==> src/design/bpc_pkg.sv <==
package bpc_pkg;

  // ---------------------------------------------------------------
  // widths and addresses
  // ---------------------------------------------------------------
  localparam int          PC_W        = 17;
  localparam int          FETCH_W     = 18;
  localparam int          SP_W        = 16;
  localparam int          NUM_VEC     = 10;
  localparam int          VEC_IDX_W   = 4;
  localparam logic [16:0] START_PLAIN = 17'h00000;
  localparam logic [16:0] START_ALT   = 17'h0fe00;
  localparam logic        BANK_RESET  = 1'h0;
  localparam logic [16:0] VEC_BASE    = 17'h00003;
  localparam logic [16:0] VEC_STEP    = 17'h00008;
  localparam logic [8:0]  OPT_AREA_HI = 9'h0ff;
  localparam logic [16:0] REL12_BIAS  = 17'h00002;
  localparam logic [16:0] ACC_BIAS    = 17'h00001;
  localparam logic [15:0] SP_LO_OFS   = 16'h0001;
  localparam logic [15:0] SP_HI_OFS   = 16'h0002;
  localparam logic [1:0]  SYNC_WAIT   = 2'h2;

  // ---------------------------------------------------------------
  // interrupt levels
  // ---------------------------------------------------------------
  localparam logic [1:0]  LVL_L = 2'h0;
  localparam logic [1:0]  LVL_H = 2'h1;
  localparam logic [1:0]  LVL_X = 2'h2;

  // ---------------------------------------------------------------
  // kinds of completing instruction
  // ---------------------------------------------------------------
  typedef enum logic [2:0] {
    OP_SEQ      = 3'h0,
    OP_ABS_JUMP = 3'h1,
    OP_ABS_CALL = 3'h2,
    OP_REL_JUMP = 3'h3,
    OP_REL_CALL = 3'h4,
    OP_COND     = 3'h5,
    OP_ACC_CALL = 3'h6,
    OP_RETURN   = 3'h7
  } bpc_op_type;

  // ---------------------------------------------------------------
  // start-up sequence states
  // ---------------------------------------------------------------
  typedef enum logic [2:0] {
    ST_SYNC = 3'b001,
    ST_LOAD = 3'b010,
    ST_RUN  = 3'b100
  } bpc_state_type;

endpackage

==> src/design/bpc_calc_if.sv <==
`timescale 1ns/1ps
// carries the counter and operands to the target adder and its results back
interface bpc_calc_if;
  logic [16:0]         pc;
  bpc_pkg::bpc_op_type kind;
  logic                taken;
  logic [2:0]          byte_count;
  logic [16:0]         abs_target;
  logic [11:0]         off12;
  logic [7:0]          off8;
  logic [7:0]          acc;
  logic [16:0]         target;
  logic [16:0]         ret_addr;

  modport core (
    output pc, kind, taken, byte_count, abs_target, off12, off8, acc,
    input  target, ret_addr
  );
  modport calc (
    input  pc, kind, taken, byte_count, abs_target, off12, off8, acc,
    output target, ret_addr
  );
endinterface

==> src/design/bpc_calc.sv <==
`timescale 1ns/1ps
module bpc_calc (
  bpc_calc_if.calc c
);
  logic [16:0] seq_addr;
  logic [16:0] rel12_addr;
  logic [16:0] rel8_addr;
  logic [16:0] acc_addr;

  // ---------------------------------------------------------------
  // candidate targets, all 17 bits wide so carries fall off
  // ---------------------------------------------------------------
  always_comb
  begin
    seq_addr   = c.pc + {14'h0, c.byte_count};
    rel12_addr = c.pc + bpc_pkg::REL12_BIAS + {{5{c.off12[11]}}, c.off12};
    rel8_addr  = seq_addr + {{9{c.off8[7]}}, c.off8};
    acc_addr   = c.pc + bpc_pkg::ACC_BIAS + {9'h0, c.acc};
  end

  // ---------------------------------------------------------------
  // pick the target by instruction kind
  // ---------------------------------------------------------------
  always_comb
  begin
    c.ret_addr = seq_addr;
    unique case (c.kind)
      bpc_pkg::OP_ABS_JUMP,
      bpc_pkg::OP_ABS_CALL: c.target = c.abs_target;
      bpc_pkg::OP_REL_JUMP,
      bpc_pkg::OP_REL_CALL: c.target = rel12_addr;
      bpc_pkg::OP_COND:     c.target = c.taken ? rel8_addr : seq_addr;
      bpc_pkg::OP_ACC_CALL: c.target = acc_addr;
      bpc_pkg::OP_SEQ,
      bpc_pkg::OP_RETURN:   c.target = seq_addr;
    endcase
  end
endmodule

==> src/design/bpc_core.sv <==
`timescale 1ns/1ps
module bpc_core (
  input  wire logic              CORE_CLK_I,
  input  wire logic              RSTN_I,
  input  wire logic              START_OPT_I,
  input  wire logic              STEP_I,
  input  wire bpc_pkg::bpc_op_type OP_KIND_I,
  input  wire logic              COND_TAKEN_I,
  input  wire logic [2:0]        BYTE_COUNT_I,
  input  wire logic [16:0]       ABS_TARGET_I,
  input  wire logic [11:0]       OFFSET12_I,
  input  wire logic [7:0]        OFFSET8_I,
  input  wire logic [7:0]        ACC_I,
  input  wire logic [15:0]       SP_I,
  input  wire logic [8:0]        STACK_TOP_I,
  input  wire logic [8:0]        STACK_BELOW_I,
  input  wire logic              IRQ_TAKE_I,
  input  wire logic [9:0]        IRQ_REQ_I,
  input  wire logic [19:0]       IRQ_LEVEL_I,
  input  wire logic              LOOKUP_REQ_I,
  input  wire logic [16:0]       LOOKUP_PTR_I,
  input  wire logic              LOOKUP_BANK_I,
  output logic                   READY_O,
  output logic [16:0]            PC_O,
  output logic                   BANK_O,
  output logic [17:0]            FETCH_ADDR_O,
  output logic                   RESERVED_FETCH_O,
  output logic                   IRQ_ACK_O,
  output logic [3:0]             IRQ_INDEX_O,
  output logic                   PUSH_O,
  output logic [15:0]            PUSH_ADDR_LO_O,
  output logic [8:0]             PUSH_DATA_LO_O,
  output logic [15:0]            PUSH_ADDR_HI_O,
  output logic [8:0]             PUSH_DATA_HI_O,
  output logic                   LOOKUP_VALID_O,
  output logic [17:0]            LOOKUP_ADDR_O
);

  // ---------------------------------------------------------------
  // option strap synchroniser
  // ---------------------------------------------------------------
  logic opt_meta;
  logic opt_sync;
  logic next_opt_meta;
  logic next_opt_sync;

  // first flop feeds only the second
  always_comb
  begin
    next_opt_meta = START_OPT_I;
    next_opt_sync = opt_meta;
  end

  always_ff @(posedge CORE_CLK_I or negedge RSTN_I)
  begin
    if (!RSTN_I)
    begin
      opt_meta <= 1'b0;
      opt_sync <= 1'b0;
    end
    else
    begin
      opt_meta <= next_opt_meta;
      opt_sync <= next_opt_sync;
    end
  end

  // ---------------------------------------------------------------
  // helpers: target adder and interrupt priority
  // ---------------------------------------------------------------
  bpc_calc_if calc_bus ();

  logic        irq_valid;
  logic [3:0]  irq_index;
  logic [16:0] irq_vector;

  bpc_calc u_calc (
    .c (calc_bus.calc)
  );

  bpc_prio u_prio (
    .req_i    (IRQ_REQ_I),
    .level_i  (IRQ_LEVEL_I),
    .valid_o  (irq_valid),
    .index_o  (irq_index),
    .vector_o (irq_vector)
  );

  // ---------------------------------------------------------------
  // program counter state
  // ---------------------------------------------------------------
  bpc_pkg::bpc_state_type state;
  bpc_pkg::bpc_state_type next_state;
  logic [1:0]  wait_cnt;
  logic [1:0]  next_wait_cnt;
  logic [16:0] pc;
  logic [16:0] next_pc;
  logic        bank;
  logic        next_bank;
  logic        reserved;
  logic        next_reserved;
  logic        irq_ack;
  logic        next_irq_ack;
  logic [3:0]  irq_idx_q;
  logic [3:0]  next_irq_idx_q;
  logic        push;
  logic        next_push;
  logic [15:0] push_addr_lo;
  logic [15:0] next_push_addr_lo;
  logic [15:0] push_addr_hi;
  logic [15:0] next_push_addr_hi;
  logic [8:0]  push_lo;
  logic [8:0]  next_push_lo;
  logic [8:0]  push_hi;
  logic [8:0]  next_push_hi;
  logic [16:0] save_addr;

  // feed the adder with the current counter and operands
  always_comb
  begin
    calc_bus.pc         = pc;
    calc_bus.kind       = OP_KIND_I;
    calc_bus.taken      = COND_TAKEN_I;
    calc_bus.byte_count = BYTE_COUNT_I;
    calc_bus.abs_target = ABS_TARGET_I;
    calc_bus.off12      = OFFSET12_I;
    calc_bus.off8       = OFFSET8_I;
    calc_bus.acc        = ACC_I;
  end

  // next counter, bank, stack save and interrupt acknowledge
  always_comb
  begin
    next_state        = state;
    next_wait_cnt     = wait_cnt;
    next_pc           = pc;
    next_bank         = bank;
    next_irq_ack      = 1'b0;
    next_irq_idx_q    = irq_idx_q;
    next_push         = 1'b0;
    next_push_addr_lo = push_addr_lo;
    next_push_addr_hi = push_addr_hi;
    next_push_lo      = push_lo;
    next_push_hi      = push_hi;
    save_addr         = calc_bus.ret_addr;
    unique case (state)
      bpc_pkg::ST_SYNC:
      begin
        next_wait_cnt = wait_cnt + 2'h1;
        if (wait_cnt == bpc_pkg::SYNC_WAIT)
        begin
          next_state = bpc_pkg::ST_LOAD;
        end
      end
      bpc_pkg::ST_LOAD:
      begin
        // strap now settled: pick the start address
        next_pc    = opt_sync ? bpc_pkg::START_ALT : bpc_pkg::START_PLAIN;
        next_bank  = bpc_pkg::BANK_RESET;
        next_state = bpc_pkg::ST_RUN;
      end
      bpc_pkg::ST_RUN:
      begin
        if (IRQ_TAKE_I && irq_valid)
        begin
          // interrupt wins over the completing instruction
          save_addr      = pc;
          next_pc        = irq_vector;
          next_bank      = 1'b0;
          next_irq_ack   = 1'b1;
          next_irq_idx_q = irq_index;
          next_push      = 1'b1;
        end
        else if (STEP_I)
        begin
          next_pc = calc_bus.target;
          // bank stays except on a return
          if (OP_KIND_I == bpc_pkg::OP_RETURN)
          begin
            next_pc   = {STACK_TOP_I, STACK_BELOW_I[7:0]};
            next_bank = STACK_BELOW_I[8];
          end
          if ((OP_KIND_I == bpc_pkg::OP_ABS_CALL) ||
              (OP_KIND_I == bpc_pkg::OP_REL_CALL) ||
              (OP_KIND_I == bpc_pkg::OP_ACC_CALL))
          begin
            next_push = 1'b1;
          end
        end
      end
    endcase
    if (next_push)
    begin
      // low word holds the bank and low byte, high word the top 9 bits
      next_push_addr_lo = SP_I + bpc_pkg::SP_LO_OFS;
      next_push_addr_hi = SP_I + bpc_pkg::SP_HI_OFS;
      next_push_lo      = {bank, save_addr[7:0]};
      next_push_hi      = save_addr[16:8];
    end
    // flag a fetch that would fall in the bank 0 option area
    next_reserved = !next_bank && (next_pc[16:8] == bpc_pkg::OPT_AREA_HI);
  end

  always_ff @(posedge CORE_CLK_I or negedge RSTN_I)
  begin
    if (!RSTN_I)
    begin
      state        <= bpc_pkg::ST_SYNC;
      wait_cnt     <= 2'h0;
      pc           <= bpc_pkg::START_PLAIN;
      bank         <= bpc_pkg::BANK_RESET;
      reserved     <= 1'b0;
      irq_ack      <= 1'b0;
      irq_idx_q    <= 4'h0;
      push         <= 1'b0;
      push_addr_lo <= 16'h0000;
      push_addr_hi <= 16'h0000;
      push_lo      <= 9'h000;
      push_hi      <= 9'h000;
    end
    else
    begin
      state        <= next_state;
      wait_cnt     <= next_wait_cnt;
      pc           <= next_pc;
      bank         <= next_bank;
      reserved     <= next_reserved;
      irq_ack      <= next_irq_ack;
      irq_idx_q    <= next_irq_idx_q;
      push         <= next_push;
      push_addr_lo <= next_push_addr_lo;
      push_addr_hi <= next_push_addr_hi;
      push_lo      <= next_push_lo;
      push_hi      <= next_push_hi;
    end
  end

  // ---------------------------------------------------------------
  // table lookup address
  // ---------------------------------------------------------------
  logic        lk_valid;
  logic        next_lk_valid;
  logic [17:0] lk_addr;
  logic [17:0] next_lk_addr;

  // any byte of the chosen bank, independent of the counter
  always_comb
  begin
    next_lk_valid = LOOKUP_REQ_I;
    next_lk_addr  = lk_addr;
    if (LOOKUP_REQ_I)
    begin
      next_lk_addr = {LOOKUP_BANK_I, LOOKUP_PTR_I};
    end
  end

  always_ff @(posedge CORE_CLK_I or negedge RSTN_I)
  begin
    if (!RSTN_I)
    begin
      lk_valid <= 1'b0;
      lk_addr  <= 18'h00000;
    end
    else
    begin
      lk_valid <= next_lk_valid;
      lk_addr  <= next_lk_addr;
    end
  end

  // ---------------------------------------------------------------
  // outputs
  // ---------------------------------------------------------------
  assign READY_O          = (state == bpc_pkg::ST_RUN);
  assign PC_O             = pc;
  assign BANK_O           = bank;
  assign FETCH_ADDR_O     = {bank, pc};
  assign RESERVED_FETCH_O = reserved;
  assign IRQ_ACK_O        = irq_ack;
  assign IRQ_INDEX_O      = irq_idx_q;
  assign PUSH_O           = push;
  assign PUSH_ADDR_LO_O   = push_addr_lo;
  assign PUSH_DATA_LO_O   = push_lo;
  assign PUSH_ADDR_HI_O   = push_addr_hi;
  assign PUSH_DATA_HI_O   = push_hi;
  assign LOOKUP_VALID_O   = lk_valid;
  assign LOOKUP_ADDR_O    = lk_addr;

endmodule

==> src/design/bpc_prio.sv <==
`timescale 1ns/1ps
module bpc_prio (
  input  wire logic [9:0]  req_i,
  input  wire logic [19:0] level_i,
  output logic             valid_o,
  output logic [3:0]       index_o,
  output logic [16:0]      vector_o
);
  logic [1:0] best_lvl;

  // ---------------------------------------------------------------
  // scan upward; a later source wins only on a strictly higher level
  // ---------------------------------------------------------------
  always_comb
  begin
    valid_o  = 1'b0;
    index_o  = 4'h0;
    best_lvl = bpc_pkg::LVL_L;
    for (int i = 0; i < bpc_pkg::NUM_VEC; i++)
    begin
      if (req_i[i] && (!valid_o || (level_i[2*i +: 2] > best_lvl)))
      begin
        valid_o  = 1'b1;
        index_o  = 4'(i);
        best_lvl = level_i[2*i +: 2];
      end
    end
    vector_o = bpc_pkg::VEC_BASE + {index_o, 3'h0};
  end
endmodule

==> config.mk <==
export PLATFORM = sky130hd
export DESIGN_NAME = bpc_core
export DESIGN_NICKNAME = d
export VERILOG_FILES = /design/src/design/bpc_pkg.sv /design/src/design/bpc_calc_if.sv /design/src/design/bpc_calc.sv /design/src/design/bpc_core.sv /design/src/design/bpc_prio.sv
export SDC_FILE = /design/constraint.sdc
export NUM_CORES = 1
export LEC_CHECK = 0
export BUFFER_PORTS_ARGS = -buffer_cell sky130_fd_sc_hd__buf_2
export CAP_MARGIN = 20
export CORE_MARGIN = 2
export CORE_UTILIZATION = 54
export DETAILED_ROUTE_END_ITERATION = 8
export GPL_TIMING_DRIVEN = 0
export PLACE_DENSITY = 0.86
export SETUP_SLACK_MARGIN = 0.05
export SYNTH_ARGS = -nofsm -noshare
export SYNTH_HDL_FRONTEND = slang
export SYNTH_SLANG_ARGS = --single-unit
==> constraint.sdc <==
create_clock -name CORE_CLK_I -period 5.4 [get_ports CORE_CLK_I]
set_clock_uncertainty 0.2 [all_clocks]
set_input_delay 0.27 -clock CORE_CLK_I [delete_from_list [all_inputs] [get_ports CORE_CLK_I]]
set_output_delay 0.27 -clock CORE_CLK_I [all_outputs]
set_load 0.05 [all_outputs]
==> flow_summary.ini <==
[outcome]
status = complete, but fails checks
violations = negative setup slack

[timing]
hold_viol = 0
worstMarginPinSlew_ns = 1.165
finalWorstSetupSlack_ns = -3.862
finalCritPeriodShare = 1.715
setup_violations = 8
drv_slew = 0
min_period_ns = 9.262
max_freq_mhz = 108.0
rsz0062_at_grt = true
slew-limit-headroom = 0.2167

[job]
drv_cap = 0

[die]
initial_core_util = 0.5533
die-height_um = 131.6
row_count = 46
io_pins = 253
die_x_um = 131.6
core_area_um2 = 15890
die_area_um2 = 17310

[worst_setup_path]
endpoint_kind = flop
r2r_start = PC_O[0]$_DFFE_PN0P_
regToRegSetupSlack_ns = 0.23
cp_slowest_cell = or4b_4
critPathMaxStageDelay_ns = 0.49
critical_path_class = in -> reg
worstReg2RegEnd = RESERVED_FETCH_O$_DFF_PN0_
cp-start-kind = input pin
crit_top_cell = buf_4
r2r_cells = 17
crit_arrival_ns = 9.34
cp_max_fo = 4
worstPathRequired_ns = 5.48

[power]
ir_drop_mv = 0.1522
powerDensity_nw_per_um2 = 197.1
leakagePower_nw = 5.720

[global_routing]
grt_usage = 0.3626
grt_antenna_before_repair = 0
grt_max_degree = 63
grt_pass1_wl_mm = 49.74
grt_pass1_vias = 9366
grt_overflow = 0

[yosys]
synth_simple_gate_area_share = 0.1856
yosysMostFrequentCell = nand2_1
synth_compound_area_frac = 0.2403
netlist_area_um2 = 8790
synth_edf_count = 0
synthCells = 1061
synthTopCellsByCount = nand2_1 (125), o21ai_0 (106), dfrtp_1 (100), nor2_1 (75), ha_1 (73)
synth_nets = 1278
synth_top_family_by_area = compound AO/OA/AOI/OAI gates
async_flop_share = 1.000
yosys_warnings = 0
synthXorXnorAreaFrac = 0.07658
synth.area.top_cells = dfrtp_1 (28%), ha_1 (10%), o21ai_0 (6.0%), nand2_1 (5.3%), xnor2_1 (4.0%)
seq_area_frac_synth = 0.2877
synth.top_cell.area_share = 0.2847
synth.area.mux_share = 0.03687
syn_avg_cell_area_um2 = 8.284
synth_seq_cells = 101
synthFlopType = dfrtp_1
synth_top_area_cell = dfrtp_1
synthAdderAreaFrac = 0.1142
synth_cell_types = 77

[final_layout]
drive_above_1_share = 0.3073
fin_area_um2 = 11520
postLayoutCoreUtil = 0.7250
area_growth_pct = 31.02
nNetsFinal = 1595
antenna_cells = 0
nFillCells = 1286

[routing]
num_vias = 9732
viasPerCell = 6.086
routed_wl_mm = 32.29
post_drt_wl_per_cell_um = 20.20
wl_met3_mm = 2.999
wl_met1_mm = 12.90
top_layer = met4
drtIter0Drc = 1003
firstDrtPassIters = 8
drc = 0
final_antenna_net_count = 0
routed-wl-met2_mm = 15.05

[placement]
dp_hpwl_mm = 23.62
dp_slack_ns = -4.706
port_buffers = 249
dpl_cell_area_um2 = 10550
place_congestion = 0.9827

[cts]
clockBufferDepth = 2
clk_latency_ns = 0.36
clk_pin_slew_ns = 0.07
clock_sinks = 101
htree_num_levels = 3
clock-root-buffer = clkbuf_16
cts_tree = built
cts_buffers = 9

[min_path]
min_to = PC_O[1]$_DFFE_PN0P_
holdPathStages = 3
min_path_type = in -> reg
hold_start = STACK_BELOW_I[1]
sequential cells by signal, summed over array words and instances (netlist names), 2 cells and up:
signal and count:
wait_cnt 2, PUSH_ADDR_HI_O 16, PC_O 17, state 3, PUSH_DATA_LO_O 9, LOOKUP_ADDR_O 18, IRQ_INDEX_O 4, PUSH_ADDR_LO_O 16
PUSH_DATA_HI_O 9
layer usage:
layer | vias up | global-route usage
li1 | 4482 | -
met1 | 4567 | 0.4710
met2 | 579 | 0.6041
met3 | 104 | 0.06559
met4 | 0 | 0.1347
met5 | - | 0
cell usage in the layout (no fill, tap or decap), types with 39 or more instances in the layout:
cell type / count
a21oi_1: 53
buf_2: 251
buf_4: 54
dfrtp_1: 100
ha_1: 64
inv_1: 48
nand2_1: 120
nor2_1: 67
o21ai_0: 95
xnor2_1: 39
worst max-delay path: cells and delay by family:
| family | cells | cell delay [ns] |
|---|---|---|
| buffers and inverters | 11 | 1.30 |
| AO/OA/AOI/OAI | 21 | 3.31 |
| multiplexers | 2 | 0.59 |
| adder cells (fa/ha/maj) | 8 | 1.91 |
| AND/OR/NAND/NOR | 16 | 1.96 |
worst max path at each step:
stage	slack, ns	from	cells past startpoint	to
2_1_floorplan	-3.64	IRQ_REQ_I[0]	52	PC_O[5]$_DFFE_PN0P_
3_3_place_gp	-4.47	IRQ_REQ_I[0]	54	PC_O[5]$_DFFE_PN0P_
3_5_place_dp	-4.71	IRQ_REQ_I[0]	54	PC_O[5]$_DFFE_PN0P_
4_1_cts	-3.77	IRQ_LEVEL_I[1]	57	IRQ_INDEX_O[3]$_DFFE_PN0P_
5_1_grt	-4.27	IRQ_REQ_I[0]	60	PC_O[5]$_DFFE_PN0P_
6_report	-3.86	IRQ_LEVEL_I[1]	58	PC_O[5]$_DFFE_PN0P_
through the flow:
stage	hold slack (ns)	instances	setup TNS, ns	total power, mW
3_5_place_dp	0.07064	1527	-37.08	1.436
3_3_place_gp	0.1356	1526	-35.35	1.416
5_1_grt	0.03794	1599	-33.89	2.363
4_1_cts	0.0002100	1594	-29.90	2.203
2_1_floorplan	-0.2256	1061	-28.84	1.235
6_report	0.01076	1599	-30.62	2.270
final cells by class:
cell class              instances  area, µm²  share of cell area
flip-flops and latches        101       2529              0.2196
repair buffers                306       1769              0.1536
well taps                     216      270.3             0.02347
inverters                      52      195.2             0.01695
clock buffers                   9      225.2             0.01956
clock inverters                 7      91.34            0.007931
multi-input cells             845       6115              0.5310
plain buffers                  63      321.6             0.02792
power breakdown:
group	switching, mW	internal (mW)
Combinational	0.448	0.357
Sequential	0.0126	0.773
Clock	0.347	0.333
Total	0.807	1.46
cells by family (layout without fill, tap and decap cells):
kind of cell / after synthesis / count (layout)
buffers and inverters: 115 / 437
flip-flops: 101 / 101
adder cells (fa/ha/maj): 78 / 78
AO/OA/AOI/OAI: 321 / 321
multiplexers: 29 / 29
AND/OR/NAND/NOR: 341 / 341
XOR/XNOR: 76 / 76
timing repair:
item,4_1_cts,5_1_grt
hold buffers,21,0
setup buffers,30,5
resized for setup,23,16
hold endpoints to repair,59,0
pin swaps,49,33
setup endpoints to repair,8,9
No activity file was read; power rests on OpenSTA's default activity.
